### src/hw/wdg_pkg.sv
// package for the watchdog pulse and chip-enable gate block
// assumes a 100 MHz clock; all intervals become cycle counts
package wdg_pkg;

	// ===========================================================
	// clock and timing
	localparam int CLK_HZ           = 100_000_000;
	localparam int CLK_NS           = 10;
	localparam int PULSE_US         = 1700;    // 1.7ms prewarn pulse
	localparam int FAULT_DELAY_NS   = 70;      // fault lags pulse edge
	localparam int WRITE_HOLD_NS    = 15_000;  // 15us write completion
	localparam int KICK_MIN_NS      = 100;     // least kick pulse
	localparam int DEF_TIMEOUT_MS   = 1600;    // 1.6sec default timeout
	// k per nF, in tenths of ms: 27 at 3V, 16.2 at 5V
	localparam int K3V_TENTHS       = 270;
	localparam int K5V_TENTHS       = 162;
	localparam int CAP_MIN_PF       = 4700;    // caps above 4.7nF
	localparam int CAP_DEF_NF       = 100;     // plain default cap value

	// derived counts: least times round up, longest round down
	localparam int PULSE_CYC        = PULSE_US * 1000 / CLK_NS;
	localparam int FAULT_DELAY_CYC  = (FAULT_DELAY_NS + CLK_NS - 1) / CLK_NS;
	localparam int WRITE_HOLD_CYC   = WRITE_HOLD_NS / CLK_NS;
	localparam int KICK_MIN_CYC     = (KICK_MIN_NS + CLK_NS - 1) / CLK_NS;
	localparam longint DEF_TIMEOUT_CYC = longint'(DEF_TIMEOUT_MS) * 64'd100_000;
	localparam longint CAP_TIMEOUT_CYC =
		longint'(K5V_TENTHS) * CAP_DEF_NF * 64'd10_000;

	// ===========================================================
	// output bundle of the gate
	typedef struct packed {
		logic ce_out_drv;   // path drives the chip-select output
		logic ce_out_pu;    // active pull-up on the chip-select output
		logic ce_in_hiz;    // chip-select input presented high-impedance
	} wdg_gate_s;

	// watchdog states
	typedef enum logic [2:0] {
		WDG_RUN   = 3'b001,
		WDG_PULSE = 3'b010,
		WDG_WAIT  = 3'b100
	} wdg_state_e;

endpackage

### src/hw/wdg_ce_gate.sv
// chip-select gate: passes chip-select while out of reset, blocks it in reset
// assumes sys_rst comes synchronous from the reset generator outside
`timescale 1ns/1ns
module wdg_ce_gate
	import wdg_pkg::*;
#(
	parameter int HOLD_CYC = WRITE_HOLD_CYC
)
(
	// clock and reset
	input  wire logic      clk,
	input  wire logic      rst,
	// control
	input  wire logic      sys_rst,
	input  wire logic      ce_in_n,
	// gate outputs
	output logic           ce_out_n_ff,
	output wdg_gate_s      gate_ff
);

	initial begin
		if (HOLD_CYC < 1 || HOLD_CYC > 65535)
			$error("hold count out of range");
	end

	logic        open_ff;
	logic        nxt_open;
	logic [15:0] hold_ff;

	// ===========================================================
	// path open decision
	always_comb
	begin
		nxt_open = open_ff;
		if (!sys_rst)
			nxt_open = 1'b1;
		else if (open_ff && (ce_in_n || hold_ff == 16'(HOLD_CYC - 1)))
			nxt_open = 1'b0;                     // see
	end

	// path open stays low through power-up until reset drops
	always_ff @(posedge clk or posedge rst)
	begin
		if (rst)
			open_ff <= 1'b0;
		else
			open_ff <= nxt_open;
	end

	// write completion counter from the start of reset
	always_ff @(posedge clk or posedge rst)
	begin
		if (rst)
			hold_ff <= 16'h0000;
		else if (!sys_rst || !open_ff)
			hold_ff <= 16'h0000;
		else
			hold_ff <= hold_ff + 16'h0001;
	end

	// registered pin drive; pull-up only while blocked
	always_ff @(posedge clk or posedge rst)
	begin
		if (rst)
		begin
			ce_out_n_ff <= 1'b1;
			gate_ff     <= '{ce_out_drv: 1'b0, ce_out_pu: 1'b1, ce_in_hiz: 1'b1};
		end
		else
		begin
			ce_out_n_ff        <= nxt_open ? ce_in_n : 1'b1;
			gate_ff.ce_out_drv <= nxt_open;
			gate_ff.ce_out_pu  <= !nxt_open;
			gate_ff.ce_in_hiz  <= !nxt_open;
		end
	end

endmodule // wdg_ce_gate

### src/hw/wdg_top.sv
// watchdog with prewarn pulse and fault output, plus chip-select gate
// assumes synchronous inputs and an outside reset generator driving sys_rst
//
// Summary of operation
// timeout with no kick drives prewarn pulse low for 1.7ms
// fault output falls 70ns after the prewarn pulse falls
// further timeouts keep fault low and repeat the prewarn pulse
// a kick while fault is low restarts timer and raises fault
// outside flip-flop latches reset after two successive faults
// select tied high chooses the 1.6sec default timeout
// capacitor timeout is k ms per nF, k 27 or 16.2
// system never floats or grounds select; ties high if unused
// chip-select passes out of reset, blocked with input high-z in reset
// input high at reset blocks the path at once
// input low at reset holds path until it rises or 15us
// power-up keeps path blocked until reset deasserts
// blocked path pulls the output high; pull-up off when open
// reset clears counters and drives fault and prewarn high
// any kick level change or 100ns pulse restarts the timer
// below reset threshold watchdog is off and fault high
// all intervals are counted clock cycles set by parameters
`timescale 1ns/1ns
module wdg_top
	import wdg_pkg::*;
#(
	parameter longint DEF_CYC   = DEF_TIMEOUT_CYC,
	parameter longint CAP_CYC   = CAP_TIMEOUT_CYC,
	parameter int     PULSE_LEN = PULSE_CYC,
	parameter int     FAULT_DLY = FAULT_DELAY_CYC,
	parameter int     HOLD_CYC  = WRITE_HOLD_CYC
)
(
	// clock and reset
	input  wire logic  clk,
	input  wire logic  rst,
	// supervisor reset, high while system reset is asserted
	input  wire logic  sys_rst,
	// watchdog pins
	input  wire logic  watchdog_kick,
	input  wire logic  timeout_period_select,
	output logic       timeout_prewarn_pulse_n,
	output logic       watchdog_fault_n,
	// chip-select pins
	input  wire logic  ce_in_n,
	output logic       ce_out_n,
	output logic       ce_out_oe,
	output logic       ce_out_pullup,
	output logic       ce_in_hiz
);

	// counter widths; the counts below must fit them
	localparam int TMO_W  = 40;
	localparam int PCNT_W = 24;

	// ===========================================================
	// elaboration checks
	// the fault edge is timed by the pulse counter, so it must fall
	// inside the pulse, and the pulse must end before the next period
	initial
	begin
		if (DEF_CYC < 2 || CAP_CYC < 2 || PULSE_LEN < 1 || FAULT_DLY < 1)
			$error("watchdog counts out of range");
		if (longint'(PULSE_LEN) + FAULT_DLY >= DEF_CYC)
			$error("pulse must end inside timeout");
		if (longint'(PULSE_LEN) + FAULT_DLY >= CAP_CYC)
			$error("pulse must end inside capacitor timeout");
		if (DEF_CYC >= (64'd1 << TMO_W) || CAP_CYC >= (64'd1 << TMO_W))
			$error("timeout does not fit the counter");
		if (longint'(PULSE_LEN) >= (64'd1 << PCNT_W))
			$error("pulse does not fit its counter");
		if (FAULT_DLY > PULSE_LEN)
			$error("fault must fall inside the pulse");
	end

	wdg_state_e  state_ff;
	logic [39:0] tmo_ff;
	logic [39:0] limit;
	logic [23:0] pcnt_ff;
	logic        kick_ff;
	logic        kick_seen;
	logic        pulse_n_ff;
	logic        fault_n_ff;
	logic        fault_go;
	logic        expired;
	wdg_gate_s   gate;

	// end of a watchdog period; one decode shared by the counter,
	// the state machine and the pulse so they can never disagree
	function automatic logic period_end(
		input logic [39:0] count,
		input logic [39:0] lim
	);
		period_end = count >= lim - 40'h1;
	endfunction

	// ===========================================================
	// timeout select and kick detection
	assign expired   = period_end(tmo_ff, limit);
	assign limit     = timeout_period_select ? DEF_CYC[39:0]
		: CAP_CYC[39:0];                          // see
	// any level change, so a pulse of one cycle or more counts
	assign kick_seen = watchdog_kick != kick_ff;
	assign fault_go  = state_ff == WDG_PULSE && pcnt_ff == 24'(FAULT_DLY - 1);

	// previous kick level
	always_ff @(posedge clk or posedge rst)
	begin
		if (rst)
			kick_ff <= 1'b0;
		else
			kick_ff <= watchdog_kick;
	end

	// timeout counter, cleared by kick or system reset
	// it wraps by itself at the period end, so repeated pulses
	// follow one full period apart while the kick stays quiet
	always_ff @(posedge clk or posedge rst)
	begin
		if (rst)
			tmo_ff <= 40'h0;
		else if (sys_rst || kick_seen)
			tmo_ff <= 40'h0;                      // see see
		else if (expired)
			tmo_ff <= 40'h0;                      // restart for next period (R3 repeat)
		else
			tmo_ff <= tmo_ff + 40'h1;
	end

	// ===========================================================
	// state machine: run, then prewarn pulse, then wait
	// a kick inside the pulse does not cut it short; the pulse
	// runs its full length unless system reset ends it, so an outside flop sees a clean edge
	always_ff @(posedge clk or posedge rst)
	begin
		if (rst)
		begin
			state_ff <= WDG_RUN;
			pcnt_ff  <= 24'h0;
		end
		else if (sys_rst)
		begin
			state_ff <= WDG_RUN;
			pcnt_ff  <= 24'h0;
		end
		else
		begin
			unique case (state_ff)
				WDG_RUN:
				begin
					pcnt_ff <= 24'h0;
					if (!kick_seen && expired)
						state_ff <= WDG_PULSE;        // see
				end
				WDG_PULSE:
				begin
					pcnt_ff <= pcnt_ff + 24'h1;
					if (pcnt_ff == 24'(PULSE_LEN - 1))
						state_ff <= WDG_WAIT;
				end
				WDG_WAIT:
				begin
					pcnt_ff <= 24'h0;
					if (!kick_seen && expired)
						state_ff <= WDG_PULSE;
					else if (kick_seen)
						state_ff <= WDG_RUN;
				end
			endcase
		end
	end

	// prewarn pulse output, low only in pulse state
	always_ff @(posedge clk or posedge rst)
	begin
		if (rst)
			pulse_n_ff <= 1'b1;
		else if (sys_rst)
			pulse_n_ff <= 1'b1;                   // see
		else if (state_ff == WDG_PULSE && pcnt_ff == 24'(PULSE_LEN - 1))
			pulse_n_ff <= 1'b1;
		else if (state_ff != WDG_PULSE && !kick_seen && expired)
			pulse_n_ff <= 1'b0;
	end

	// fault output, falls after the pulse edge, rises on kick
	always_ff @(posedge clk or posedge rst)
	begin
		if (rst)
			fault_n_ff <= 1'b1;
		else if (sys_rst)
			fault_n_ff <= 1'b1;                   // see
		else if (kick_seen)
			fault_n_ff <= 1'b1;
		else if (fault_go)
			fault_n_ff <= 1'b0;                   // see
	end

	// registered pins
	always_ff @(posedge clk or posedge rst)
	begin
		if (rst)
		begin
			timeout_prewarn_pulse_n <= 1'b1;
			watchdog_fault_n        <= 1'b1;
		end
		else
		begin
			timeout_prewarn_pulse_n <= pulse_n_ff;
			watchdog_fault_n        <= fault_n_ff;
		end
	end

	// ===========================================================
	// chip-select gate
	wdg_ce_gate #(
		.HOLD_CYC (HOLD_CYC)
	) u_gate (
		.clk         (clk),
		.rst         (rst),
		.sys_rst     (sys_rst),
		.ce_in_n     (ce_in_n),
		.ce_out_n_ff (ce_out_n),
		.gate_ff     (gate)
	);

	assign ce_out_oe     = gate.ce_out_drv;
	assign ce_out_pullup = gate.ce_out_pu;
	assign ce_in_hiz     = gate.ce_in_hiz;

endmodule // wdg_top

### config.mk
export PLATFORM = sky130hd
export DESIGN_NAME = wdg_top
export DESIGN_NICKNAME = d
export VERILOG_FILES = /design/src/hw/wdg_pkg.sv /design/src/hw/wdg_ce_gate.sv /design/src/hw/wdg_top.sv
export SDC_FILE = /design/constraint.sdc
export NUM_CORES = 1
export LEC_CHECK = 0
export ABC_AREA = 1
export BUFFER_PORTS_ARGS = -buffer_cell sky130_fd_sc_hd__buf_4
export CAP_MARGIN = 20
export CORE_MARGIN = 4
export CORE_UTILIZATION = 62
export CTS_CLUSTER_SIZE = 40
export DETAILED_ROUTE_END_ITERATION = 12
export PLACE_DENSITY = 0.91
export SLEW_MARGIN = 10
export SYNTH_ARGS = -nofsm -noshare
export SYNTH_HDL_FRONTEND = slang
export SYNTH_SLANG_ARGS = --single-unit
### constraint.sdc
create_clock -name clk -period 3.75 [get_ports clk]
set_clock_uncertainty 0.1 [all_clocks]
set_input_delay 0.5625 -clock clk [delete_from_list [all_inputs] [get_ports clk]]
set_output_delay 0.5625 -clock clk [all_outputs]
set_load 0.01 [all_outputs]
==> results.cfg, run 1 <==
[power]
ir_worst_vdd_uv = 219.2
pwr-share-seq = 0.533
power_frac_comb = 0.083
p_switching_mw = 0.4954
power.density_nw_per_um2 = 376.5
power_leakage_nw = 2.435
p_sw_frac = 0.2513
intPower_mw = 1.476
clkPwrFrac = 0.384

[global_routing]
use_met3 = 0.04378
grt_pass1_wl_um = 16240
top_usage_layer = met2
antenna_found_initial = 0
use_met2 = 0.3891
grt.met1_usage = 0.2839
grt_util_all_layers = 0.2278
grt_pass1_vias = 3707
grt_max_degree = 42
overflow = 0

[floorplan]
core_um2 = 7370
fp.dieW_um = 95.70
start_util = 0.6470
die_h_um = 95.70
pin_count = 12
num_rows = 31
dieArea_um2 = 9158

[sta]
fmax_mhz = 444.5
setup_viol = 0
post-route-period-util = 0.6000
hold_viol_final = 0
rsz0062_at_grt = false
period_needed_ps = 2250
tightest_slew_ps = 702.9
relSlewSlack = 0.5297
tns_ps = 0
drv_slew = 0

[flow_run]
drv_cap = 0

[critical_path]
slowest_stage = dfstp_2
cp.arrival_ps = 2450
crit_family = simple AND/OR/NAND/NOR gates
path_max_fanout = 13
end_kind = flip-flop
cp_cell_sequence = nor3_1 > inv_1 > nand2_1 > nor2_1 > inv_1 > a21oi_1 > o21a_1
crit_type = reg2reg
critPathLaunchType = flip-flop
max_stage_delay_ps = 550
path_buf_inv = 2
reg2reg_setup_slack_ps = 1500
worst-endpoint-required_ps = 3950
crit_top_cell = inv_1

[cts]
cts_setup_buffers = 0
cts_buffers = 9
cts_tree = done
postCtsHoldBufs = 0
clkTransAtPathRegs_ps = 100
clk_path_buf_depth = 2
cts_sinks = 91
h-tree-depth = 3
cts_resized = 0
root_buffer = clkbuf_8
clock_latency_ps = 360

[placed_design]
place.port_buffers = 11
place_congestion = 0.9176
dp_cells = 677
dpl.hpwl_um = 6874

[route]
drtIter0Drc = 200
drc = 0
detailroute.via_count = 3767
ant_nets = 0
viasPerCell = 5.436
wire_per_inst_um = 13.31
drt_wl_total_um = 9223
drtPass1Iterations = 5

[finish]
syn2layout_area_growth_pct = 9.814
nets = 608
drive_above_1_share = 0.1263
instances_no_fill = 693
layout_common_cells = nand2_1 (96), nor2_1 (86), dfrtp_1 (84), inv_1 (80), a21oi_1 (29)
insertedDiodeCount = 0
mostFrequentLayoutCell = nand2_1

[logic_synthesis]
syn_area_um2 = 4768
syn_inst = 560
yosys_warnings = 0
synth.avg_cell_area_um2 = 8.515
yosysSeqAreaShare = 0.4794
synthDistinctLibCells = 43
synth-seq-cells = 91

[run_status]
status = complete, no violations

[worst_hold_path]
min_path_type = in2async
==> state kept, by name (all words and copies together) (netlist names) <==
register	flops
tmo_ff	40
pcnt_ff	24
u_gate.hold_ff	16
state_ff	3
fault_n_ff	1
kick_ff	1
pulse_n_ff	1
timeout_prewarn_pulse_n	1
u_gate.ce_out_n_ff	1
u_gate.gate_ff	1
u_gate.open_ff	1
watchdog_fault_n	1
==> cells by family (layout without fill, tap and decap cells) <==
logic type	count (synthesis)	in the layout	share of synthesized area
simple gates	290	290	0.3125
flops	91	91	0.4794
buf+inv	89	112	0.07137
compound gates	60	60	0.07242
xor+xnor	16	16	0.02939
fa+ha+maj	13	13	0.03411
other cells	1	12	0.0007864
==> worst register-to-register path: cells and delay by family, from the launching register on <==
family	cells	cell delay (ps)
flops	1	550
buf+inv	2	490
compound gates	2	350
simple gates	3	700
==> area by class of cell <==
class	count	area, um2
multi-input combinational	391	2183
timing repair buffer	13	97.59
inverter	83	312.8
clock inverter	6	95.09
tap	99	123.9
clock buffer	10	137.6
sequential	91	2286
fill	558	2133
==> metal layers <==
layer  vias to the layer above  wire length, um
met2                        85             4716
met1                      1801             3950
met5                         -                0
met4                         0              176
li1                       1861                -
met3                        20              379
==> power groups by stage <==
stage / sequential, mW / combinational, mW / clock (mW)
after CTS: 1.05 / 0.166 / 0.768
after global placement: 1.07 / 0.156 / 0
after global routing: 1.06 / 0.189 / 0.821
after detailed placement: 1.07 / 0.165 / 0
final: 1.05 / 0.164 / 0.757
after floorplan: 1.06 / 0.117 / 0
==> synthesized netlist by cell type <==
cell,count,share of area
nor2_4,6,0.014
nand4_2,1,0.0026
buf_4,1,0.0016
a221oi_1,1,0.0018
or4_1,1,0.0016
a211oi_1,5,0.0079
xor2_1,9,0.017
or2_0,1,0.0013
nor3_1,23,0.024
nor3b_1,8,0.013
nor4_4,1,0.0045
o41ai_1,1,0.0018
buf_2,2,0.0021
nor3_2,7,0.015
o21bai_1,3,0.0047
a31oi_1,3,0.0039
nor2_8,2,0.0084
nand2_1,96,0.076
o21ai_0,15,0.016
xnor2_1,7,0.013
nand2_2,5,0.0066
nand3_1,21,0.022
dfstp_2,7,0.039
nand3_2,1,0.0021
a21oi_2,1,0.0018
conb_1,1,0.00079
and3_1,2,0.0026
a21oi_1,29,0.030
o21a_1,1,0.0016
inv_1,81,0.064
nand3_4,2,0.0073
ha_1,13,0.034
clkbuf_1,3,0.0024
nor2_1,86,0.068
nand4_1,10,0.013
nand2_4,2,0.0047
nand3b_4,1,0.0042
inv_2,2,0.0016
nor2_2,4,0.0052
a211oi_2,1,0.0026
nor4_1,8,0.010
nor3_4,2,0.0068
dfrtp_1,84,0.44
==> through the flow <==
step	total power [mW]	util	hold slack, ps	area [um2]	setup WS [ps]
after detailed placement	1.235	0.6789	275.4	5004	1237
after CTS	1.984	0.7105	201.7	5236	1460
after global placement	1.222	0.6789	276.5	5004	1318
final	1.972	0.7105	185.7	5236	1500
after global routing	2.066	0.7105	218.5	5236	1311
after floorplan	1.181	-	254.0	4810	735.5
==> worst paths after layout <==
kind | start | end | cells after the start
min reg2reg | fault_n_ff$_DFFE_PP1P_ | watchdog_fault_n$_DFF_PP1_ | 0
min | rst | tmo_ff[0]$_DFF_PP0_ | 2
max reg2reg | state_ff[0]$_DFFE_PP1P_ | pcnt_ff[10]$_DFF_PP0_ | 7
min in group clk | watchdog_kick | kick_ff$_DFF_PP0_ | 1
max in group asynchronous | rst | fault_n_ff$_DFFE_PP1P_ | 3
max | state_ff[0]$_DFFE_PP1P_ | pcnt_ff[10]$_DFF_PP0_ | 7
Note: power is estimated with default switching activity, not from simulation.
==> run 2: changes to the inputs <==
Clock period 3.75 ns to 2.2 ns, I/O delays scaled along.
==> results.cfg, run 2 (synthesized netlist as in run 1, its figures left out) <==
[run_status]
status = complete, no violations

[global_routing]
grt_pass1_wl_um = 16090
antenna_found_initial = 0
grt_pass1_vias = 3694
grt_util_all_layers = 0.2248
grt_max_degree = 92
overflow = 0

[worst_hold_path]
min_path_type = in2async

[route]
wire_per_inst_um = 13.56
drtIter0Drc = 295
detailroute.via_count = 3802
ant_nets = 0
drc = 0
viasPerCell = 5.416
drtPass1Iterations = 5
drt_wl_total_um = 9519

[floorplan]
pin_count = 12
dieArea_um2 = 9158
die_h_um = 95.70
num_rows = 31
core_um2 = 7370
start_util = 0.6470
fp.dieW_um = 95.70

[sta]
drv_slew = 0
period_needed_ps = 2088
tightest_slew_ps = 531.6
setup_viol = 0
hold_viol_final = 0
relSlewSlack = 0.6447
post-route-period-util = 0.9491
fmax_mhz = 478.9
setup_ws_ps = 112.0

[flow_run]
drv_cap = 0

[critical_path]
end_kind = flip-flop
path_max_fanout = 5
slowest_stage = dfrtp_1
cp_cell_sequence = ha_1 > nand2_1 > inv_2 > nand2_2 > nor2_4 > nand2_4 > nor2_4 > nand2_2 > nor2_4 > nand2_4 > nor2_8 > nand2_1 > nor2_2 > nor3_2
worst-endpoint-required_ps = 2350
path_buf_inv = 1
max_stage_delay_ps = 380
crit_type = reg2reg
crit_family = simple AND/OR/NAND/NOR gates
critPathLaunchType = flip-flop
crit_top_cell = nor2_4
cp.arrival_ps = 2240

[power]
power.density_nw_per_um2 = 604.8
power_leakage_nw = 2.465
ir_worst_vdd_uv = 411.0

[finish]
n_fill_cell = 527
multi_input_area_um2 = 2213
instances_no_fill = 702
nets = 617
design_area_um2 = 5329
layout_common_cells = nand2_1 (96), nor2_1 (85), dfrtp_1 (83), inv_1 (80), a21oi_1 (27)
regArea_um2 = 2287
drive_above_1_share = 0.1476
mostFrequentLayoutCell = nand2_1
regMostFlops = tmo_ff
largest_register_ffs = 40
syn2layout_area_growth_pct = 11.76
insertedDiodeCount = 0
reg.largest.list = tmo_ff x40, pcnt_ff x24, u_gate.hold_ff x16

[cts]
cts_buffers = 9
clkTransAtPathRegs_ps = 100
clk_path_buf_depth = 2
h-tree-depth = 3
cts_sinks = 91
root_buffer = clkbuf_8
cts_tree = done
clock_latency_ps = 370

[placed_design]
placed_area_um2 = 5046
dp_cells = 679
place.port_buffers = 11
place_congestion = 0.9027
dpl.hpwl_um = 6778
dp_slack_ps = 2.522
run 2: power by group:
| group | internal, mW | leakage [nW] | switching [mW] |
|---|---|---|---|
| Combinational | 0.0978 | 1.16 | 0.198 |
| Clock | 0.558 | 0.0966 | 0.579 |
| Sequential | 1.74 | 1.21 | 0.0478 |
run 2: what timing repair did:
item                                    CTS  global route
endpoints found under the setup margin    0             7
hold buffers                              1             0
endpoints found under the hold margin     1             0
resized for setup                         0             8
buffers inserted                          0             6
run 2: final cells by class:
type                       instances  area share
sequential                        91      0.4292
multi-input combinational        391      0.4154
inverter                          83     0.05917
timing repair buffer              22     0.03616
clock buffer                      12     0.02724
tap                               99     0.02324
clock inverter                     4    0.009627
run 2: path summary, 6_finish.rpt:
check | start | end | slack (ps) | depth (start not counted)
max in group asynchronous | rst | state_ff[0]$_DFFE_PP1P_ | 1630 | 3
hold reg to reg | fault_n_ff$_DFFE_PP1P_ | watchdog_fault_n$_DFF_PP1_ | 260 | 0
setup reg to reg | tmo_ff[0]$_DFF_PP0_ | tmo_ff[24]$_DFF_PP0_ | 110 | 14
min in group clk | ce_in_n | u_gate.ce_out_n_ff$_DFF_PP1_ | 70 | 3
setup / recovery | tmo_ff[0]$_DFF_PP0_ | tmo_ff[24]$_DFF_PP0_ | 110 | 14
hold / removal | rst | tmo_ff[37]$_DFF_PP0_ | 10 | 3
run 2: per-stage QoR:
step           TNS, ps  utilization  power, mW  hold WS, ps
2_1_floorplan        0            -      2.014        254.0
3_3_place_gp         0       0.6847      2.090        258.3
3_5_place_dp         0       0.6847      2.108        262.6
4_1_cts              0       0.7127      3.231        17.78
5_1_grt         -12.61       0.7231      3.351        37.12
6_report             0       0.7231      3.223        11.70
run 2: worst min-delay path, delay by kind of cell:
| kind | cells | cell delay [ps] |
|---|---|---|
| buf+inv | 3 | 570 |
run 2: layer usage:
metal / wire [um] / track usage / share of wire
met3: 329 / 0.03049 / 0.035
met1: 3975 / 0.2749 / 0.42
met2: 4963 / 0.3937 / 0.52
met5: 0 / 0 / 0
met4: 251 / 0.1031 / 0.026
==> run 3: changes to the inputs <==
--- a/config.mk
+++ b/config.mk
@@ -8,10 +8,10 @@
 export ABC_AREA = 1
 export BUFFER_PORTS_ARGS = -buffer_cell sky130_fd_sc_hd__buf_4
-export CAP_MARGIN = 20
+export CAP_MARGIN = 10
 export CORE_MARGIN = 4
-export CORE_UTILIZATION = 62
+export CORE_UTILIZATION = 25
 export CTS_CLUSTER_SIZE = 40
 export DETAILED_ROUTE_END_ITERATION = 12
-export PLACE_DENSITY = 0.91
+export PLACE_DENSITY = 0.51
 export SLEW_MARGIN = 10
 export SYNTH_ARGS = -nofsm -noshare
==> constraint.sdc (replaced) <==
create_clock -name clk -period 2.2 [get_ports clk]
set_clock_uncertainty 0.1 [all_clocks]
set_input_delay 0.22 -clock clk [delete_from_list [all_inputs] [get_ports clk]]
set_output_delay 0.22 -clock clk [all_outputs]
set_load 0.01 [all_outputs]
==> results.cfg, run 3 (synthesized netlist as in run 1, its figures left out) <==
[floorplan]
num_rows = 50
core_um2 = 18710
fp.dieW_um = 146.1
die_h_um = 146.1
pin_count = 12
start_util = 0.2549
dieArea_um2 = 21350

[route]
ant_nets = 0
detailroute.via_count = 3570
drt_wl_total_um = 9347
wire_per_inst_um = 11.10
drc = 0
drtPass1Iterations = 4
viasPerCell = 4.240
drtIter0Drc = 151

[placed_design]
place_congestion = 0.7550
place.port_buffers = 11
dpl.hpwl_um = 6790

[global_routing]
grt_pass1_wl_um = 16590
grt_pass1_vias = 3514
grt_util_all_layers = 0.09414
overflow = 0
antenna_found_initial = 0
grt_max_degree = 47

[power]
ir_worst_vdd_uv = 378.4
power_leakage_nw = 2.533
finalPower_mw = 3.616
power.density_nw_per_um2 = 643.7

[critical_path]
worst-endpoint-required_ps = 2380
crit_path_end = state_ff[2]$_DFFE_PP0P_
worstReg2RegStart = pcnt_ff[0]$_DFF_PP0_
reg2reg_setup_slack_ps = 190
critPathLaunchType = flip-flop
critPathLaunch = pcnt_ff[0]$_DFF_PP0_
timing.rr.end = state_ff[2]$_DFFE_PP0P_
path_max_fanout = 5
reg2reg_depth = 9
end_kind = flip-flop
crit_type = reg2reg
cp.arrival_ps = 2180

[cts]
clock_latency_ps = 340
h-tree-depth = 3
cts_sinks = 91
root_buffer = clkbuf_16
cts_tree = done
cts_buffers = 9
clkTransAtPathRegs_ps = 70
clk_path_buf_depth = 2

[run_status]
status = complete, no violations

[worst_hold_path]
hold_depth = 2
min_path_type = in2reg

[finish]
layout_common_cells = nand2_1 (96), dfrtp_1 (84), nor2_1 (83), inv_1 (80), a21oi_1 (29)
largest_register_ffs = 40
syn2layout_area_growth_pct = 17.79
insertedDiodeCount = 0
mostFrequentLayoutCell = nand2_1
drive_above_1_share = 0.1464
regMostFlops = tmo_ff
nets = 622
reg.largest.list = tmo_ff x40, pcnt_ff x24, u_gate.hold_ff x16
n_fill_cell = 1948

[flow_run]
drv_cap = 0

[sta]
fmax_mhz = 498.7
hold-worst-slack_ps = 31.24
post-route-period-util = 0.9115
setup_viol = 0
period_needed_ps = 2005
tightest_slew_ps = 559.5
hold_viol_final = 0
relSlewSlack = 0.6261
drv_slew = 0
==> run 3: worst max-delay path, cell delays in order, from the launching register on <==
cell	delay (ps)
dfrtp_1	430
ha_1	210
nand3_1	140
nor4_1	290
nand3_1	150
o21ai_0	270
nand2_1	130
nor2_2	110
nand2_1	60
nand2_1	60
==> run 3: area by class of cell <==
class | count | area (um2) | area share
Inverter | 83 | 315.3 | 0.05614
Sequential cell | 91 | 2286 | 0.4070
Timing Repair Buffer | 27 | 235.2 | 0.04188
Clock buffer | 9 | 225.2 | 0.04010
Tap cell | 234 | 292.8 | 0.05213
Multi-Input combinational cell | 391 | 2191 | 0.3901
Clock inverter | 7 | 71.32 | 0.01270
==> run 3: metrics by stage <==
step           setup WS (ps)    util  setup TNS, ps  instance area (um2)  std cells
3_3_place_gp           208.9  0.2808              0                 5253        819
4_1_cts                185.0  0.2983              0                 5579        838
2_1_floorplan          343.7       -              0                 4813        571
5_1_grt               -7.838  0.3003         -7.838                 5617        842
3_5_place_dp           153.2  0.2808              0                 5253        819
6_report               194.7  0.3003              0                 5617        842
==> run 3: how the worst min path moves through the flow <==
stage / end / slack [ps] / start
after floorplan: kick_ff$_DFF_PP0_ / 150 / watchdog_kick
after global placement: tmo_ff[39]$_DFF_PP0_ / 110 / rst
after detailed placement: tmo_ff[39]$_DFF_PP0_ / 110 / rst
after CTS: u_gate.open_ff$_DFF_PP0_ / 20 / sys_rst
after global routing: u_gate.open_ff$_DFF_PP0_ / 20 / sys_rst
final: u_gate.open_ff$_DFF_PP0_ / 30 / sys_rst
==> run 3: timing repair <==
item                                    4_1_cts  5_1_grt
endpoints found under the setup margin        0        3
setup buffers                                 0        4
gates resized for setup                       0        3
endpoints found under the hold margin        12        0
hold buffers                                  3        0
==> run 3: where the power goes <==
group	internal, mW	total, mW	leakage (nW)	switching (mW)
Sequential	1.74	1.79	1.21	0.0465
Combinational	0.105	0.306	1.19	0.200
Clock	0.798	1.52	0.139	0.722
==> run 3: metal layers <==
| metal | GRT usage | share of wire | wire length (um) | vias to the layer above |
|---|---|---|---|---|
| met5 | 0 | 0 | 0 | - |
| met4 | 0.02681 | 0.012 | 116 | 0 |
| met3 | 0.03011 | 0.033 | 308 | 5 |
| met2 | 0.1498 | 0.46 | 4325 | 32 |
| met1 | 0.1236 | 0.49 | 4596 | 1645 |
| li1 | - | - | - | 1888 |
